$ cat src/shared/sbrg_pkg.sv
/*
 * Constants and carrier types for the serial baud timer block.
 * Assumes a 32-bit AXI4-Lite register bus and one 20 MHz clock.
 */
package sbrg_pkg;
   // Register byte offsets.
   localparam logic [3:0] SBRG_OFF_PERIOD_LOW  = 4'h0;
   localparam logic [3:0] SBRG_OFF_PERIOD_HIGH = 4'h4;
   localparam logic [3:0] SBRG_OFF_MODE        = 4'h8;
   localparam logic [3:0] SBRG_OFF_STATUS      = 4'hC;
   // Mode register field positions.
   localparam int SBRG_MODE_HS_BIT   = 0;
   localparam int SBRG_MODE_WIDE_BIT = 1;
   localparam int SBRG_MODE_SYNC_BIT = 2;
   localparam int SBRG_MODE_EN_BIT   = 3;
   // Reset values.
   localparam logic [7:0] SBRG_PERIOD_RST = 8'h00;
   localparam logic [3:0] SBRG_MODE_RST   = 4'h0;
   // Prescale divisors: async low speed 8 bit, async 16 bit or high speed, sync or both set.
   localparam logic [5:0] SBRG_DIV_64 = 6'h3F;
   localparam logic [5:0] SBRG_DIV_16 = 6'h0F;
   localparam logic [5:0] SBRG_DIV_4  = 6'h03;
   // AXI responses.
   localparam logic [1:0] SBRG_RESP_OKAY   = 2'h0;
   localparam logic [1:0] SBRG_RESP_SLVERR = 2'h2;

   // Operating mode as seen by the timer.
   typedef struct packed {
      logic enable;
      logic sync_mode;
      logic wide_timer_select;
      logic high_speed_select;
   } sbrg_mode_t;
endpackage

$ cat src/rtl/sbrg_top.sv
/*
 * Serial baud timer with AXI4-Lite register slave.
 * Assumes an AXI4-Lite master on aclk keeping the usual valid/ready protocol.
 */
// Local design decisions: the address map and the AXI4-Lite register port.
// What this block does
// - Free running timer, period from register pair.
// - Async multiplier from speed and width selects.
// - Sync mode ignores high speed select.
// - Period register write clears timer one cycle after the register updates.
// - Async 8-bit normal: divide by 64(n+1).
// - Timer 8-bit after reset; width select widens.
`timescale 1ns/1ps
module sbrg_top
   import sbrg_pkg::*;
(
   // Clock and reset.
   input  wire logic        aclk,
   input  wire logic        aresetn,
   // AXI4-Lite write address.
   input  wire logic        s_axi_awvalid,
   output logic             s_axi_awready,
   input  wire logic [3:0]  s_axi_awaddr,
   // AXI4-Lite write data.
   input  wire logic        s_axi_wvalid,
   output logic             s_axi_wready,
   input  wire logic [31:0] s_axi_wdata,
   input  wire logic [3:0]  s_axi_wstrb,
   // AXI4-Lite write response.
   output logic             s_axi_bvalid,
   input  wire logic        s_axi_bready,
   output logic [1:0]       s_axi_bresp,
   // AXI4-Lite read address.
   input  wire logic        s_axi_arvalid,
   output logic             s_axi_arready,
   input  wire logic [3:0]  s_axi_araddr,
   // AXI4-Lite read data.
   output logic             s_axi_rvalid,
   input  wire logic        s_axi_rready,
   output logic [31:0]      s_axi_rdata,
   output logic [1:0]       s_axi_rresp,
   // Receiver status and baud output.
   input  wire logic        receiver_idle_flag,
   output logic             baud_tick
);
   logic [7:0]  plow_q, plow_d;     // Low period register.
   logic [7:0]  phigh_q, phigh_d;   // High period register.
   logic [3:0]  mode_q, mode_d;     // Mode bits.
   logic        aw_q, aw_d;         // Write address held.
   logic [3:0]  awa_q, awa_d;       // Held write address.
   logic        w_q, w_d;           // Write data held.
   logic [31:0] wd_q, wd_d;         // Held write data.
   logic        wst_q, wst_d;       // Held byte lane 0 strobe.
   logic        bv_q, bv_d;         // Write response valid.
   logic [1:0]  br_q, br_d;         // Write response code.
   logic        rv_q, rv_d;         // Read data valid.
   logic [31:0] rd_q, rd_d;         // Read data.
   logic [1:0]  rr_q, rr_d;         // Read response code.
   logic        restart_q, restart_d; // Period write pulse.
   logic        rxi_s1_q, rxi_s2_q;   // Idle flag synchroniser.
   logic [15:0] tcount;             // Live timer count.
   logic        do_write;           // Both write halves present.
   sbrg_mode_t  mode_s;             // Mode as struct.

   assign mode_s = sbrg_mode_t'(mode_q);
   assign do_write = aw_q && w_q && !bv_q;

   // Write channel and register update.
   always_comb begin
      aw_d      = aw_q;
      awa_d     = awa_q;
      w_d       = w_q;
      wd_d      = wd_q;
      wst_d     = wst_q;
      bv_d      = bv_q;
      br_d      = br_q;
      plow_d    = plow_q;
      phigh_d   = phigh_q;
      mode_d    = mode_q;
      restart_d = 1'b0;
      if (s_axi_awvalid && s_axi_awready) begin
         aw_d  = 1'b1;
         awa_d = s_axi_awaddr;
      end
      if (s_axi_wvalid && s_axi_wready) begin
         w_d   = 1'b1;
         wd_d  = s_axi_wdata;
         wst_d = s_axi_wstrb[0];
      end
      if (do_write) begin
         aw_d = 1'b0;
         w_d  = 1'b0;
         bv_d = 1'b1;
         br_d = SBRG_RESP_OKAY;
         unique case ({awa_q[3:2], 2'b00})
            SBRG_OFF_PERIOD_LOW: begin
               if (wst_q) begin
                  plow_d    = wd_q[7:0];
                  restart_d = 1'b1;
               end
            end
            SBRG_OFF_PERIOD_HIGH: begin
               if (wst_q) begin
                  phigh_d   = wd_q[7:0];
                  restart_d = 1'b1;
               end
            end
            SBRG_OFF_MODE: begin
               if (wst_q) begin
                  mode_d = wd_q[3:0];
               end
            end
            default: begin
               br_d = SBRG_RESP_SLVERR;
            end
         endcase
      end
      if (bv_q && s_axi_bready) begin
         bv_d = 1'b0;
      end
   end

   // Read channel.
   always_comb begin
      rv_d = rv_q;
      rd_d = rd_q;
      rr_d = rr_q;
      if (s_axi_arvalid && s_axi_arready) begin
         rv_d = 1'b1;
         rr_d = SBRG_RESP_OKAY;
         unique case ({s_axi_araddr[3:2], 2'b00})
            SBRG_OFF_PERIOD_LOW:  rd_d = {24'h000000, plow_q};
            SBRG_OFF_PERIOD_HIGH: rd_d = {24'h000000, phigh_q};
            SBRG_OFF_MODE:        rd_d = {28'h0000000, mode_q};
            SBRG_OFF_STATUS:      rd_d = {15'h0000, rxi_s2_q, tcount};
            default: begin
               rd_d = 32'h00000000;
               rr_d = SBRG_RESP_SLVERR;
            end
         endcase
      end else if (rv_q && s_axi_rready) begin
         rv_d = 1'b0;
      end
   end

   // Register all bus and configuration state.
   always_ff @(posedge aclk) begin
      if (!aresetn) begin
         aw_q      <= 1'b0;
         awa_q     <= 4'h0;
         w_q       <= 1'b0;
         wd_q      <= 32'h00000000;
         wst_q     <= 1'b0;
         bv_q      <= 1'b0;
         br_q      <= SBRG_RESP_OKAY;
         rv_q      <= 1'b0;
         rd_q      <= 32'h00000000;
         rr_q      <= SBRG_RESP_OKAY;
         plow_q    <= SBRG_PERIOD_RST;
         phigh_q   <= SBRG_PERIOD_RST;
         mode_q    <= SBRG_MODE_RST;
         restart_q <= 1'b0;
         rxi_s1_q  <= 1'b0;
         rxi_s2_q  <= 1'b0;
      end else begin
         aw_q      <= aw_d;
         awa_q     <= awa_d;
         w_q       <= w_d;
         wd_q      <= wd_d;
         wst_q     <= wst_d;
         bv_q      <= bv_d;
         br_q      <= br_d;
         rv_q      <= rv_d;
         rd_q      <= rd_d;
         rr_q      <= rr_d;
         plow_q    <= plow_d;
         phigh_q   <= phigh_d;
         mode_q    <= mode_d;
         restart_q <= restart_d;
         rxi_s1_q  <= receiver_idle_flag;
         rxi_s2_q  <= rxi_s1_q;
      end
   end

   // Handshake outputs; each half is accepted once and held until the response.
   assign s_axi_awready = !aw_q && !bv_q;
   assign s_axi_wready  = !w_q && !bv_q;
   assign s_axi_bvalid  = bv_q;
   assign s_axi_bresp   = br_q;
   assign s_axi_arready = !rv_q;
   assign s_axi_rvalid  = rv_q;
   assign s_axi_rdata   = rd_q;
   assign s_axi_rresp   = rr_q;

   // Timer core.
   sbrg_timer u_timer (
      .aclk      (aclk),
      .aresetn   (aresetn),
      .mode      (mode_s),
      .period    ({phigh_q, plow_q}),
      .restart   (restart_q),
      .baud_tick (baud_tick),
      .count     (tcount)
   );

   // Period write produces a restart pulse one cycle later.
   chk_period_restart: assert property (@(posedge aclk) disable iff (!aresetn)
      do_write && wst_q && (awa_q[3:2] == 2'b00 || awa_q[3:2] == 2'b01) |=> restart_q)
      else $error("period write gave no restart");
   // Width select is clear after reset.
   chk_reset_narrow: assert property (@(posedge aclk)
      !aresetn |=> !mode_q[SBRG_MODE_WIDE_BIT]) else $error("wide select set after reset");
   // Write response follows the commit.
   chk_bresp_follow: assert property (@(posedge aclk) disable iff (!aresetn)
      do_write |=> s_axi_bvalid) else $error("no write response");
endmodule

$ cat src/rtl/sbrg_timer.sv
/*
 * Baud timer core: prescaler plus period up counter, emits a tick per period.
 * Assumes configuration comes from registers on the same clock.
 */
`timescale 1ns/1ps
module sbrg_timer
   import sbrg_pkg::*;
(
   // Clock and reset.
   input  wire logic        aclk,
   input  wire logic        aresetn,
   // Configuration.
   input  wire sbrg_mode_t  mode,
   input  wire logic [15:0] period,
   input  wire logic        restart,
   // Outputs.
   output logic             baud_tick,
   output logic [15:0]      count
);
   logic [5:0]  pre_q, pre_d;     // Prescale counter.
   logic [15:0] cnt_q, cnt_d;     // Period counter.
   logic        tick_q, tick_d;   // Registered tick.
   logic [5:0]  div_lim;          // Prescale terminal value.
   logic [15:0] per_eff;          // Effective period.

   // Divisor selection and effective period width.
   always_comb begin
      if (mode.sync_mode) begin
         div_lim = SBRG_DIV_4;
      end else if (mode.wide_timer_select && mode.high_speed_select) begin
         div_lim = SBRG_DIV_4;
      end else if (mode.wide_timer_select || mode.high_speed_select) begin
         div_lim = SBRG_DIV_16;
      end else begin
         div_lim = SBRG_DIV_64;
      end
      // Narrow mode ignores the high byte.
      per_eff = mode.wide_timer_select ? period : {8'h00, period[7:0]};
   end

   // Free-running counter; a period write clears it.
   always_comb begin
      pre_d  = pre_q;
      cnt_d  = cnt_q;
      tick_d = 1'b0;
      if (restart || !mode.enable) begin
         pre_d = 6'h00;
         cnt_d = 16'h0000;
      end else if (pre_q >= div_lim) begin
         pre_d = 6'h00;
         if (cnt_q >= per_eff) begin
            cnt_d  = 16'h0000;
            tick_d = 1'b1;
         end else begin
            cnt_d = cnt_q + 16'h0001;
         end
      end else begin
         pre_d = pre_q + 6'h01;
      end
   end

   // State registers.
   always_ff @(posedge aclk) begin
      if (!aresetn) begin
         pre_q  <= 6'h00;
         cnt_q  <= 16'h0000;
         tick_q <= 1'b0;
      end else begin
         pre_q  <= pre_d;
         cnt_q  <= cnt_d;
         tick_q <= tick_d;
      end
   end

   assign baud_tick = tick_q;
   assign count     = cnt_q;

   // Restart clears the counter next cycle.
   chk_restart_clears: assert property (@(posedge aclk) disable iff (!aresetn)
      restart |=> (cnt_q == 16'h0000) && (pre_q == 6'h00)) else $error("restart did not clear timer");
   // Normal 8-bit async divides by 64 per count step.
   chk_div64_step: assert property (@(posedge aclk) disable iff (!aresetn)
      (mode == 4'b1000) && !restart && (pre_q == SBRG_DIV_64) |=> (pre_q == 6'h00))
      else $error("prescale 64 wrap wrong");
   // Sync mode uses divide by four whatever the speed bit.
   chk_sync_div: assert property (@(posedge aclk) disable iff (!aresetn)
      mode.enable && mode.sync_mode && !restart && (pre_q == 6'h03) |=> (pre_q == 6'h00))
      else $error("sync prescale wrong");
   // Prescale never exceeds selected limit while the mode holds; a mode change can leave it above for a cycle.
   chk_pre_bound: assert property (@(posedge aclk) disable iff (!aresetn)
      $stable(mode) && !restart |=> pre_q <= div_lim) else $error("prescale beyond limit");
   // Narrow counter never passes the low period byte once inside it.
   // A switch from wide to narrow may leave a larger count until the next wrap, which is legal.
   chk_narrow_cnt: assert property (@(posedge aclk) disable iff (!aresetn)
      !mode.wide_timer_select && $stable(period) && $stable(mode) && (cnt_q <= {8'h00, period[7:0]})
      |=> cnt_q <= {8'h00, period[7:0]})
      else $error("narrow count exceeds low byte");
   // Tick follows a terminal count.
   chk_tick_cause: assert property (@(posedge aclk) disable iff (!aresetn)
      baud_tick |-> $past(cnt_q >= per_eff) && $past(pre_q >= div_lim)) else $error("tick without wrap");
   // Wide counter never passes the full period.
   chk_wide_cnt: assert property (@(posedge aclk) disable iff (!aresetn)
      mode.wide_timer_select && $stable(period) && $stable(mode) |=> cnt_q <= period)
      else $error("wide count exceeds period");
endmodule

$ cat config.mk
export PLATFORM = sky130hd
export DESIGN_NAME = sbrg_top
export DESIGN_NICKNAME = d
export VERILOG_FILES = /design/src/shared/sbrg_pkg.sv /design/src/rtl/sbrg_top.sv /design/src/rtl/sbrg_timer.sv
export SDC_FILE = /design/constraint.sdc
export NUM_CORES = 1
export LEC_CHECK = 0
export BUFFER_PORTS_ARGS = -buffer_cell sky130_fd_sc_hd__buf_2
export CAP_MARGIN = 20
export CORE_MARGIN = 3
export CORE_UTILIZATION = 49
export DETAILED_ROUTE_END_ITERATION = 8
export PLACE_DENSITY = 0.88
export SLEW_MARGIN = 25
export SYNTH_ARGS = -nofsm -noshare
export SYNTH_HDL_FRONTEND = slang
export SYNTH_SLANG_ARGS = --single-unit
$ cat constraint.sdc
create_clock -name aclk -period 2.2 [get_ports aclk]
set_input_delay 0.44 -clock aclk [delete_from_list [all_inputs] [get_ports aclk]]
set_output_delay 0.44 -clock aclk [all_outputs]
set_load 0.02 [all_outputs]
# [Word-level counts from Yosys, hierarchy flattened]
# Cells that the tools add are included.
[op_classes] eq_ne=5 magnitude_cmp=2 n_mux=11 add_sub_neg=2 n_bitwise=2 reduce_logical=31
[op_table] cell="32-bit case mux with 4 select lines" count=1
[op_table] cell="16-bit 2-to-1 mux" count=2
[op_table] cell="6-bit 2-to-1 mux" count=3
[op_table] cell="16-bit by 1-bit adder with 16-bit output, second input constant" count=1
[op_table] cell="16-bit greater-or-equal comparator" count=1
[op_table] cell="3-bit AND reduction" count=4
[op_table] cell="1-bit logical AND" count=10
[op_table] cell="3-bit OR reduction" count=3
[op_table] cell="2-bit OR reduction" count=4
[op_table] cell="6-bit by 1-bit adder with 6-bit output, second input constant" count=1
[op_table] cell="2-bit equality test, second input constant" count=3
[op_table] cell="6-bit greater-or-equal comparator" count=1
[op_table] cell="1-bit zero test" count=5
[op_table] cell="2-bit by 1-bit equality test with 1-bit output, second input constant" count=2
[op_table] cell="2-bit zero test" count=2
[op_table] cell="1-bit 2-to-1 mux" count=4
[op_table] cell="1-bit logical OR" count=2
[op_table] cell="2-bit 2-to-1 mux" count=1
[op_table] cell="1-bit inverter" count=2
[op_table] cell="2-bit nonzero test" count=1
[word_totals] reg_bits=97 word_cells=71 input_bits=52

# [Longest topological paths before layout]
[logic_depth] ltp_word=7 mapped_depth=9 depth_no_buf=7

# [Cells and area by module]
# From an unflattened synthesis, not the netlist that was laid out.
[hier_totals] cells_unflattened=420 hier_area_um2=3896.2
[modules_own_cells] module="sbrg_top" instances=1 area_per_inst_um2=2351.0 cells_each=244
[modules_own_cells] module="sbrg_timer" instances=1 area_per_inst_um2=1545.2 cells_each=176

# [Worst setup path after synthesis]
# Ideal clock, no wire load.
[synth_path] path_kind="register to register" startpoint="register mode_q[1]" endpoint="register u_timer.cnt_q[5], in the netlist u_timer.count[5]" stages_incl_launch_ff=10 setup_ps=70 path_slack_ps=-139 t_arrival_ps=2270 path_buffers=2 required_ps=2130 cell_sequence="dfxtp_1 -> clkbuf_1 -> or3_1 -> ha_1 -> o21ai_0 -> o21bai_2 -> a21oi_2 -> buf_6 -> or4_1 -> a21oi_1"
[synth_via] elab_chain_len=5 word_cells_on_any_way=9
[synth_rtl] element="start: declaration" line_no="sbrg_top.sv:48" rtl="logic [3:0] mode_q, mode_d;"
[synth_rtl] element="start signal: assignment" line_no="sbrg_top.sv:178" rtl="mode_q <= mode_d;"
[synth_rtl] element="parallel branches: the longest is 5 deep, another holds 16-bit greater-or-equal comparator"
[synth_rtl] element="end signal: assignment" line_no="sbrg_timer.sv:70" rtl="cnt_q <= cnt_d;"
[synth_rtl] element="end: declaration" line_no="sbrg_timer.sv:21" rtl="logic [15:0] cnt_q, cnt_d;"
# Parallel ways; which one is timed is not known.
# A chain may end at the register's enable or synchronous reset.

# [Worst setup path after layout]
[layout_path] startpoint="register mode_q[1]" endpoint="register u_timer.cnt_q[15], in the netlist u_timer.count[15]"
# The elaborated chain is that of the path after synthesis.

==> results.toml <==
[yosys]
syn_inst = 428
yosys-top-cells-count = "dfxtp_1 (79), nand2_1 (48), nor2b_1 (34)"
yosysTopAreaCellShare = 0.396
ys_ff_latch = 79
yosys.area.top_type = "dfxtp_1"
synth_cell_types = 54
yosysSeqAreaShare = 0.396
yosysMostFrequentCell = "dfxtp_1"
synth_top_family_by_area = "simple AND/OR/NAND/NOR gates"
synthMuxAreaShare = 0.0924
synth-adder-area-share = 0.0689
ys.flop_type = "dfxtp_1"
synth_area_per_cell_um2 = 9.33
yosys_warnings = 0
synth_xor_area_frac = 0.0263
synth-async-reset-ratio = 0
yosys.area_share.simple = 0.222
synth_compound_area_frac = 0.128
synth_edf_count = 0
synth_area_leaders = "dfxtp_1 (40%), ha_1 (6.9%), mux2i_1 (5.8%)"
synth_area_um2 = 3990

[drt]
postRouteWirelength_mm = 9.75
wl_per_cell_um = 16.0
via_per_inst = 5.51
initialDrtViolationCount = 154
drtAntennaViolNets = 0
vias = 3365
drc = 0
firstDrtPassIters = 4

[finish]
fin_cells = 611
syn2layout_area_growth_pct = 21.6
antenna_cells = 0
finalNetCount = 578
layout-drive-gt1-share = 0.267

[floorplan]
core_um2 = 7810
die_w_um = 96.3
rows = 32
die_area_um2 = 9270
die_h_um = 96.3
initial_utilization = 0.512
ios = 94

[critical_path]
start_kind = "flop"
endpoint_kind = "flop"
crit_fanout = 6
critPathArrivalTime_ps = 2530
worstSetupPathType = "reg -> reg"
cp.required_ps = 2500

[global_routing]
grt_pass1_vias = 3303
grt_max_degree = 57
antenna_found_initial = 0
track_usage = 0.221
grt_remaining_overflow = 0
grt_pass1_wl_mm = 15.5

[power_and_ir_drop]
switching_share = 0.247
clockPowerShare = 0.403
p_int_uw = 2110
p_leak_uw = 0.00191
power_frac_seq = 0.528
power-per-cell-area_nw_per_um2 = 578
peakVddDrop_mv = 0.468
pwr-share-comb = 0.069
switchingPower_uw = 693

[timing]
hold_violations = 0
fmax_mhz = 449
worst_slew_pin_slew_ps = 631
drv_slew = 0
period_share = 1.01
whs_ps = 279
setup_ws_ps = -28.9
clock_skew_ps = 6.71
max_slew_margin = 0.578
finalSetupViolations = 4
rsz0062_at_grt = "yes"
period_minus_slack_ps = 2230

[cts]
h-tree-depth = 3
cts_root_buf = "clkbuf_8"
cts_buffers = 9
clk_latency_ps = 370
clockBufferDepth = 2
cts_tree = "yes"
worst_setup_hold_path_clk_slew_ps = 80
cts_sinks = 79

[place]
dp.cells = 588
place.gp.congestion = 0.897
port_buffers = 44
dp_hpwl_mm = 6.93

[flow_run]
maxCapViolCount = 0

[outcome]
violations = "negative setup slack"
status = "finished with violations"

[hold_path]
hold_path.class = "in -> reg"
## stage by stage
step | util | setup WS, ps | TNS [ps] | cell area [um2] | power, uW
2_1_floorplan | - | 4.94 | 0 | 4090 | 1670
3_3_place_gp | 0.571 | -342 | -6010 | 4460 | 1700
3_5_place_dp | 0.571 | -449 | -7700 | 4460 | 1710
5_1_grt | 0.622 | -75.7 | -604 | 4860 | 2910
6_report | 0.622 | -28.9 | -75.9 | 4860 | 2810
4_1_cts | 0.613 | -2.49 | -2.49 | 4780 | 2820
## registers in the layout, indices dropped and copies added, names as in the netlist, 2 cells and up
signal	count
awa_q	2
mode_q	4
u_timer.pre_q	6
wd_q	8
s_axi_rdata	17
phigh_q	8
plow_q	8
u_timer.count	16
## routing by layer
layer  up-vias  track usage  share of wire
met5         -            0              0
met4         0       0.0818          0.025
met3        26       0.0696          0.054
met2       103        0.397           0.50
met1      1605        0.242           0.42
li1       1631            -              -
## layout by cell type (no fill, tap or decap), types with 12 or more instances in the layout
cell type	count
nor2b_1	34
nand2_1	47
a21boi_0	15
mux2i_1	23
a21oi_1	12
dfxtp_1	78
buf_4	37
nor2_1	25
buf_2	44
conb_1	18
ha_1	20
## critical path: stages (launching register included)
cell	delay, ps
dfxtp_4	360
or3_4	420
ha_4	290
o21ai_4	70
o21bai_4	240
a21oi_4	120
or4_4	520
a21oi_2	140
## path summary, 6_finish.rpt
check | slack (ps) | from | depth (start not counted) | to
worst max-delay path | -30 | mode_q[1] | 7 | u_timer.count[15]
worst min register to register | 440 | rxi_s1_q | 1 | rxi_s2_q
worst min-delay path | 280 | receiver_idle_flag | 2 | rxi_s1_q
worst max register to register | -30 | mode_q[1] | 7 | u_timer.count[15]
## power by group through the flow
stage | logic, uW | clock network (uW) | registers, uW
finish | 194 | 1130 | 1480
floorplan | 154 | 0 | 1520
CTS | 193 | 1150 | 1480
global placement | 185 | 0 | 1510
global route | 213 | 1210 | 1490
detailed placement | 192 | 0 | 1520
## what timing repair did
action | 4_1_cts | 5_1_grt
pin swaps | 4 | 10
hold buffers | 0 | 0
endpoints found under the setup margin | 22 | 21
resized for setup | 10 | 14
setup buffers | 5 | 1
gates cloned | 1 | 0
## cell families after synthesis
family	Yosys count
xor gates and xnor gates	12
adders and majority gates	22
DFF	79
buffers and inverters	47
AOI/OAI and AO/OA	73
muxes	31
other	1
and+or+nand+nor	163
## final cells by class
class / count / area (um2)
Tap cell: 102 / 128
Clock buffer: 12 / 155
Clock inverter: 4 / 53.8
Timing Repair Buffer: 83 / 526
Inverter: 11 / 41.3
Multi-Input combinational cell: 320 / 2370
Sequential cell: 79 / 1590
Fill cell: 634 / 2950
Note: power is estimated with default switching activity, not from simulation.
